--- config.mk ---
export PLATFORM = sky130hd
export DESIGN_NAME = acd_config
export DESIGN_NICKNAME = d
export VERILOG_FILES = /design/src/hw/acd_pkg.sv /design/src/hw/acd_div_if.sv /design/src/hw/acd_clk_div.sv /design/src/hw/acd_config.sv
export SDC_FILE = /design/constraint.sdc
export NUM_CORES = 1
export LEC_CHECK = 0
export BUFFER_PORTS_ARGS = -buffer_cell sky130_fd_sc_hd__clkbuf_2
export CORE_MARGIN = 4
export CORE_UTILIZATION = 49
export CTS_CLUSTER_DIAMETER = 120
export DETAILED_ROUTE_END_ITERATION = 8
export PLACE_DENSITY = 0.89
export RECOVER_POWER = 50
export SKIP_CTS_REPAIR_TIMING = 1
export SLEW_MARGIN = 20
export SYNTH_ARGS = -nofsm -noshare
export SYNTH_HDL_FRONTEND = slang
export SYNTH_SLANG_ARGS = --single-unit
--- constraint.sdc ---
create_clock -name sys_clk_in -period 2.4 [get_ports sys_clk_in]
set_clock_uncertainty 0.15 [all_clocks]
set_input_delay 0.48 -clock sys_clk_in [delete_from_list [all_inputs] [get_ports sys_clk_in]]
set_output_delay 0.48 -clock sys_clk_in [all_outputs]
set_load 0.1 [all_outputs]
--- src/hw/acd_pkg.sv ---
package acd_pkg;
  // ==========================================
  // register offsets (core address space)
  localparam logic [23:0] ACD_CONFIG_ADDR    = 24'h00ff22;
  localparam logic [23:0] ACD_CLKDIV_ADDR    = 24'h00ff24;
  localparam logic [23:0] ACD_STATUS_ADDR    = 24'h00ff20;
  // ==========================================
  // configuration fields
  localparam int          ACD_EN_BIT         = 0;
  localparam int          ACD_REMOTE_BIT     = 1;
  localparam int          ACD_EOC_IE_BIT     = 2;
  localparam int          ACD_OT_IE_BIT      = 3;
  localparam int          ACD_OS_IE_BIT      = 4;
  localparam logic [7:0]  ACD_CONFIG_RESET   = 8'h00;
  localparam logic [7:0]  ACD_CONFIG_MASK    = 8'h1f;
  // ==========================================
  // clock divider fields
  localparam int          ACD_DIV_W          = 6;
  localparam logic [7:0]  ACD_CLKDIV_RESET   = 8'h3f;
  localparam logic [7:0]  ACD_CLKDIV_MASK    = 8'h3f;
  // ==========================================
  // status fields
  localparam int          ACD_EOC_BIT        = 0;
  localparam int          ACD_OT_BIT         = 2;
  localparam int          ACD_OS_BIT         = 3;
endpackage

--- src/hw/acd_div_if.sv ---
`timescale 1ns/1ps
// ==========================================
// divider control and tick between top and divider
interface acd_div_if;
  logic       run;
  logic [5:0] factor;
  logic       tick;
  modport ctrl (output run, output factor, input tick);
  modport div  (input run, input factor, output tick);
endinterface

--- src/hw/acd_clk_div.sv ---
`timescale 1ns/1ps
// ==========================================
// system clock divider producing converter clock ticks
module acd_clk_div
  import acd_pkg::*;
(
  // clock and reset
  input  wire logic sys_clk_in,
  input  wire logic reset_in,
  // control
  acd_div_if.div    dv
);
  typedef struct packed {
    logic [ACD_DIV_W-1:0] cnt;
    logic                 tick;
  } acd_div_s;

  acd_div_s st;
  acd_div_s next_st;

  // count down factor cycles, one tick per period
  always_comb begin
    next_st      = st;
    next_st.tick = 1'b0;
    if (!dv.run) begin
      next_st.cnt = '0;
    end else if (st.cnt == '0) begin
      next_st.cnt  = dv.factor - 6'h01;
      next_st.tick = 1'b1;
    end else begin
      next_st.cnt = st.cnt - 6'h01;
    end
  end

  always_ff @(posedge sys_clk_in or posedge reset_in) begin
    if (reset_in) begin
      st <= '0;
    end else begin
      st <= next_st;
    end
  end

  assign dv.tick = st.tick;
endmodule

--- src/hw/acd_config.sv ---
`timescale 1ns/1ps
// Notes on behaviour
// - converter runs only while the module enable bit is one.
// - remote select zero routes pins to voltage inputs, forces remote measure off.
// - with remote select and measure enable, temperature alternates remote and local.
// - end-of-cycle event interrupts only when its enable is set; resets disabled.
// - overtemperature event interrupts only when its enable is set; resets disabled.
// - open/short event interrupts only when its enable is set; resets disabled.
// - converter clock is system clock divided by 6-bit factor, reset 63.
// - end-of-cycle flag sets when cycle done, holds until all data-valid clear.
// - overtemp and open/short flags set by events, cleared by writing one.
module acd_config
  import acd_pkg::*;
(
  // clock and reset
  input  wire logic        sys_clk_in,
  input  wire logic        reset_in,
  // peripheral bus
  input  wire logic [23:0] bus_addr_in,
  input  wire logic        bus_wr_in,
  input  wire logic        bus_rd_in,
  input  wire logic [7:0]  bus_wdata_in,
  output logic      [7:0]  bus_rdata_out,
  // converter events
  input  wire logic        cycle_done_in,
  input  wire logic        any_data_valid_in,
  input  wire logic        overtemp_event_in,
  input  wire logic        open_short_event_in,
  // converter control
  input  wire logic        remote_measure_enable_in,
  output logic             converter_module_enable_out,
  output logic             remote_diode_select_out,
  output logic             remote_measure_enable_out,
  output logic             measure_remote_now_out,
  output logic             converter_clk_tick_out,
  output logic             converter_irq_out
);
  // ==========================================
  // usage notes
  // register writes reach the control outputs two clocks after the write strobe
  // read data stands for one clock after the read strobe and is zero otherwise
  // factors below four are not trapped: one ticks every clock, zero every 64
  // the tick output is gated with the enable, so a tick in flight is dropped
  // the remote sequence restarts on local whenever remote measuring is dropped
  // open/short events count only while remote measuring is in effect
  // overtemperature and end-of-cycle events count only while the converter runs
  // a flag set in the same clock as its clear stays set, so no event is lost

  // ==========================================
  // state of the block
  typedef struct packed {
    // software registers
    logic [7:0] cfg;
    logic [7:0] div;
    // event flags and remote sequencing
    logic       eoc;
    logic       ot;
    logic       os;
    logic       remote_phase;
    // registered outputs
    logic       irq;
    logic       tick;
    logic       en;
    logic       rsel;
    logic       rmeas;
    logic       rnow;
    logic [7:0] rdata;
  } acd_cfg_s;

  // current and next state
  acd_cfg_s   st;
  acd_cfg_s   next_st;
  acd_div_if  dv ();

  // ==========================================
  // divider
  assign dv.run    = st.cfg[ACD_EN_BIT];
  assign dv.factor = st.div[ACD_DIV_W-1:0];

  acd_clk_div u_div (
    .sys_clk_in (sys_clk_in),
    .reset_in   (reset_in),
    .dv         (dv)
  );

  // ==========================================
  // register select indices
  localparam int SEL_CFG = 0;
  localparam int SEL_DIV = 1;
  localparam int SEL_STS = 2;
  localparam int SEL_W   = 3;

  // ==========================================
  // helper functions
  // one-hot register select, shared by the write and the read path
  function automatic logic [SEL_W-1:0] reg_hit(input logic [23:0] addr);
    logic [SEL_W-1:0] hit;
    hit          = '0;
    hit[SEL_CFG] = (addr == ACD_CONFIG_ADDR);
    hit[SEL_DIV] = (addr == ACD_CLKDIV_ADDR);
    hit[SEL_STS] = (addr == ACD_STATUS_ADDR);
    return hit;
  endfunction

  // sticky event flag; a set in the clearing cycle must not be lost
  function automatic logic sticky_flag(input logic flag,
                                       input logic set,
                                       input logic clear);
    logic nxt;
    nxt = flag;
    if (clear) begin
      nxt = 1'b0;
    end
    if (set) begin
      nxt = 1'b1;
    end
    return nxt;
  endfunction

  // one interrupt source: flag qualified by its enable
  function automatic logic irq_term(input logic flag, input logic enable);
    return flag && enable;
  endfunction

  // status byte image, unused bits read zero
  function automatic logic [7:0] status_byte(input logic eoc,
                                             input logic ot,
                                             input logic os);
    logic [7:0] img;
    img              = 8'h00;
    img[ACD_EOC_BIT] = eoc;
    img[ACD_OT_BIT]  = ot;
    img[ACD_OS_BIT]  = os;
    return img;
  endfunction

  // ==========================================
  // next state
  always_comb begin
    logic [SEL_W-1:0] wr_hit;
    logic [SEL_W-1:0] rd_hit;
    logic             run;
    logic             meas_ok;
    logic             ot_clr;
    logic             os_clr;
    wr_hit  = bus_wr_in ? reg_hit(bus_addr_in) : '0;
    rd_hit  = bus_rd_in ? reg_hit(bus_addr_in) : '0;
    run     = st.cfg[ACD_EN_BIT];
    meas_ok = st.cfg[ACD_REMOTE_BIT] && remote_measure_enable_in;
    ot_clr  = wr_hit[SEL_STS] && bus_wdata_in[ACD_OT_BIT];
    os_clr  = wr_hit[SEL_STS] && bus_wdata_in[ACD_OS_BIT];
    next_st = st;
    // register writes, reserved bits held at zero
    if (wr_hit[SEL_CFG]) begin
      next_st.cfg = bus_wdata_in & ACD_CONFIG_MASK;
    end
    if (wr_hit[SEL_DIV]) begin
      next_st.div = bus_wdata_in & ACD_CLKDIV_MASK;
    end
    // end-of-cycle flag: set by cycle end, held while any data valid
    if (cycle_done_in && run) begin
      next_st.eoc = 1'b1;
    end else if (!any_data_valid_in) begin
      next_st.eoc = 1'b0;
    end
    // write-one-to-clear flags, set wins over clear
    next_st.ot = sticky_flag(st.ot, overtemp_event_in && run, ot_clr);
    next_st.os = sticky_flag(st.os, open_short_event_in && st.rmeas, os_clr);
    // remote measure forced off without remote select
    next_st.en    = run;
    next_st.rsel  = st.cfg[ACD_REMOTE_BIT];
    next_st.rmeas = meas_ok;
    // alternate remote and local each completed cycle, local first
    if (!meas_ok || !run) begin
      next_st.remote_phase = 1'b0;
    end else if (cycle_done_in) begin
      next_st.remote_phase = !st.remote_phase;
    end
    next_st.rnow  = meas_ok && next_st.remote_phase;
    // divider tick gated so none escapes once the enable drops
    next_st.tick  = dv.tick && run;
    // combined interrupt, one clock behind the flags
    next_st.irq   = irq_term(st.eoc, st.cfg[ACD_EOC_IE_BIT])
                  | irq_term(st.ot,  st.cfg[ACD_OT_IE_BIT])
                  | irq_term(st.os,  st.cfg[ACD_OS_IE_BIT]);
    // read data, unmapped reads zero
    next_st.rdata = 8'h00;
    if (rd_hit[SEL_CFG]) begin
      next_st.rdata = st.cfg;
    end else if (rd_hit[SEL_DIV]) begin
      next_st.rdata = st.div;
    end else if (rd_hit[SEL_STS]) begin
      next_st.rdata = status_byte(st.eoc, st.ot, st.os);
    end
  end

  // ==========================================
  // state register
  always_ff @(posedge sys_clk_in or posedge reset_in) begin
    if (reset_in) begin
      // flags and outputs clear, registers take their reset images
      st      <= '0;
      st.cfg  <= ACD_CONFIG_RESET;
      st.div  <= ACD_CLKDIV_RESET;
    end else begin
      st <= next_st;
    end
  end

  // ==========================================
  // outputs straight from flops
  // bus read data
  assign bus_rdata_out               = st.rdata;
  // converter control
  assign converter_module_enable_out = st.en;
  assign remote_diode_select_out     = st.rsel;
  assign remote_measure_enable_out   = st.rmeas;
  assign measure_remote_now_out      = st.rnow;
  assign converter_clk_tick_out      = st.tick;
  // interrupt request
  assign converter_irq_out           = st.irq;
endmodule

==> out/summary.txt <==
================================================================================
Post-layout worst setup margin                                            455 ps
Final Cell Area                                                         1950 um2
Starting density of the core                                               0.521
Max Root-Sink Buffers                                                          2
Final count of hold timing violations                                          0
Fraction of power consumed by sequential logic                             0.592
Routed Antenna Nets                                                            0
Critical Path Source                                                 u_div.st[6]
Cell area after synthesis                                               1630 um2
Placement Rows                                                                20
Final HPWL from detailed placement                                       2.61 mm
Cell type with the highest occurrence count on the critical path    sky130_fd_sc_hd__a21oi_1
Actual transition at the worst max-transition pin                         548 ps
Pre-Repair DR Iteration Count                                                  5
Slew HR                                                                    0.636
Worst-case hold slack                                                    56.6 ps
Maximum capacitance violations                                                 0
Number of instances in the synthesized netlist                               139
Critical Path RT                                                         2510 ps
Class of the tightest hold or removal check                         input port to asynchronous set/reset pin
Crit Path Max Fanout                                                           6
I/O pin count                                                                 55
Final period util                                                          0.810
Fin nets                                                                     232
Ys flop type                                                        sky130_fd_sc_hd__dfrtp_1
Iteration-0 DRC Markers                                                       48
Maximum clock frequency                                                  514 MHz
Number of global-route vias before repair                                  1,167
CP max stage cell                                                   sky130_fd_sc_hd__dfrtp_1
P&R area growth vs syn                                                     19.9%
CORE AREA                                                               3130 um2
Reg-to-Reg Start                                                     u_div.st[6]
Kind of start point of the critical path                                    flop
Root buffer cell                                                    sky130_fd_sc_hd__clkbuf_4
DRC                                                                            0
Global router's overall resource usage                                     0.164
XOR/XNOR Fraction of Synth Area                                           0.0161
Maximum number of pins on one net before global-route repair                  35
Final number of setup-violating endpoints                                      0
Number of flip-flops and latches in the synthesized netlist                   34
Reg2Reg Setup Slack                                                       460 ps
Diodes inserted                                                                0
Worst setup path endpoint                                            u_div.st[5]
RD Place Congestion                                                        0.864
CTS tree                                                                    done
GRT Residual Overflow                                                          0
Clk slew on worst S/H paths                                               100 ps
Via density per instance                                                    5.31
Setup repair after global routing missed its margin                        false
Avg WL per Cell                                                          13.9 um
Library cells used by synthesis                                               40
Vias                                                                       1,249
Share of synthesized cell area in and, or, nand and nor gates              0.197
Series of cell instances along the critical path                    or3_1, nor2_1, a21oi_1, ha_1, a31o_2, a21oi_1
R2r worst-path depth                                                           6
Number of buffers added by the clock tree synthesis step                       5
Maximum level of the CTS H-tree                                                2
Capture point of the worst reg-to-reg path                           u_div.st[5]
Part of the total power dissipated in the clock network                    0.328
Async set or reset register ratio after synthesis                           1.00
Family with the most delay on the worst path                        simple AND/OR/NAND/NOR gates
Peak supply drop                                                          362 uV
Data arrival time of the critical path                                   2060 ps
Post-synthesis adder-cell area fraction                                  0.00768
Total leakage power                                                      1.05 nW
Net switching share of the total power                                     0.229
Largest family of logic cells by synthesized area                   simple AND/OR/NAND/NOR gates
Die span in x                                                            65.7 um
Setup slack after placement                                               123 ps
Max-slew violation count                                                       0
Number of synthesized flops with an enable pin                                 0
Run status                                                          complete, no violations
Final routed wirelength across all metal layers                          3.27 mm
Net switching power                                                   0.000222 W
Post-synthesis area per instance                                        11.7 um2
Final sum of negative setup slack                                           0 ps
Die Footprint                                                           4310 um2
Synthesized-area fraction occupied by ao, oa, aoi and oai cells            0.101
Dpl cell area                                                           1890 um2
Crit path buf inv count                                                        0
Wire length of the first global-routing pass                             5.40 mm
CP Capture Type                                                             flop
Count of warnings emitted by yosys                                             0
Part of the power in combinational logic                                   0.080
Proportion of synthesized chip area in sequential cells                    0.527
Clk Latency, worst-skew pair                                              330 ps
Number of clock sinks                                                         34
Final period demand of the worst path                                    1940 ps
Number of antenna violations at the first check in global routing              0
Pwr per Cell Area                                                     496 nW/um2
Fraction of synthesized area in multiplexers                              0.0945
Internal                                                              0.000746 W
Type of the setup path with the least slack                         flop to flop
Layout cells sized above 1                                                 0.450
Number of port buffers                                                        50
Worst stage delay on the critical path                                    450 ps
Die outline height                                                       65.7 um
Levels on crit path                                                            6
================================================================================
==> tightest hold or removal path, stage by stage <==
cell and delay (ps):
sky130_fd_sc_hd__clkbuf_2 80, sky130_fd_sc_hd__inv_1 40, sky130_fd_sc_hd__buf_4 360
==> sequential cells by signal, summed over array words and instances (netlist names) <==
name,cells
dv.factor,6
st,7
remote_measure_enable_out,1
converter_irq_out,1
dv.run,1
remote_diode_select_out,1
bus_rdata_out,6
converter_clk_tick_out,1
u_div.st,6
converter_module_enable_out,1
measure_remote_now_out,1
next_st,1
u_div.dv.tick,1
==> cell usage after synthesis (all sizes together) (2+ instances only) <==
cell    number  share of area
nor2b        3          0.012
buf          9          0.041
a31oi        4          0.015
mux2        11          0.076
nor2         5          0.012
and3         7          0.027
nor4         5          0.041
inv          4         0.0092
dfrtp       28           0.43
a22o         3          0.016
clkbuf       2         0.0046
o21ai        5          0.015
nand2        6          0.014
dfstp        6          0.097
a211oi       2         0.0092
or3          2         0.0077
mux2i        3          0.018
a21oi        6          0.018
and2         3          0.012
nand4        3          0.015
xor2         2          0.011
nor3         5          0.015
==> area by class of cell <==
type | count | area (um2)
clock buffers | 7 | 55.1
well taps | 44 | 55.1
clock inverters | 1 | 5.00
inverters | 4 | 15.0
fillers | 246 | 1170
multi-input cells | 91 | 684
repair buffers | 54 | 280
flip-flops and latches | 34 | 858
==> cell usage in the layout (no fill, tap or decap), drive strengths merged, types with 3 or more instances in the layout <==
cell    netlist  final
nor2          5      5
nand4         3      3
and3          7      7
mux2         11     11
nor2b         3      3
dfstp         6      6
o21ai         5      5
a21oi         6      6
mux2i         3      3
nor3          5      5
and2          3      3
clkbuf        2     57
a22o          3      3
nand2         6      6
inv           4      4
a31oi         4      4
buf           9      4
nor4          5      5
dfrtp        28     28
==> per-layer routing <==
metal,vias up,wire length (um),track usage
li1,606,-,-
met1,601,1410,0.211
met3,7,183,0.0496
met4,0,44,0.0674
met5,-,0,0
met2,35,1640,0.258
==> worst min-delay path by stage <==
stage / cells past startpoint / start / end
final: 3 / reset_in / u_div.st[5]
after global routing: 3 / reset_in / u_div.st[2]
after CTS: 3 / reset_in / u_div.st[5]
after detailed placement: 0 / next_st[10] / remote_diode_select_out
after global placement: 0 / next_st[10] / remote_diode_select_out
after floorplan: 0 / dv.run / converter_module_enable_out
==> power groups by stage <==
stage	clock (W)	combinational (W)	sequential, W
2_1_floorplan	0	0.0000385	0.000584
4_1_cts	0.000329	0.0000788	0.000573
3_3_place_gp	0	0.0000766	0.000584
3_5_place_dp	0	0.0000787	0.000584
5_1_grt	0.000354	0.0000856	0.000573
6_report	0.000317	0.0000776	0.000573
==> cells by family after synthesis <==
group	count (synthesis)
xor+xnor	3
flops	34
compound gates	25
mux	14
buf+inv	15
fa+ha+maj	1
simple gates	46
other cells	1
==> stage by stage <==
step            util  power [W]  cells
3_5_place_dp   0.605   0.000663    227
3_3_place_gp   0.605   0.000660    227
5_1_grt        0.624    0.00101    235
4_1_cts        0.624   0.000981    235
2_1_floorplan      -   0.000622    140
6_report       0.624   0.000968    235
Note: power is estimated with default switching activity, not from simulation.
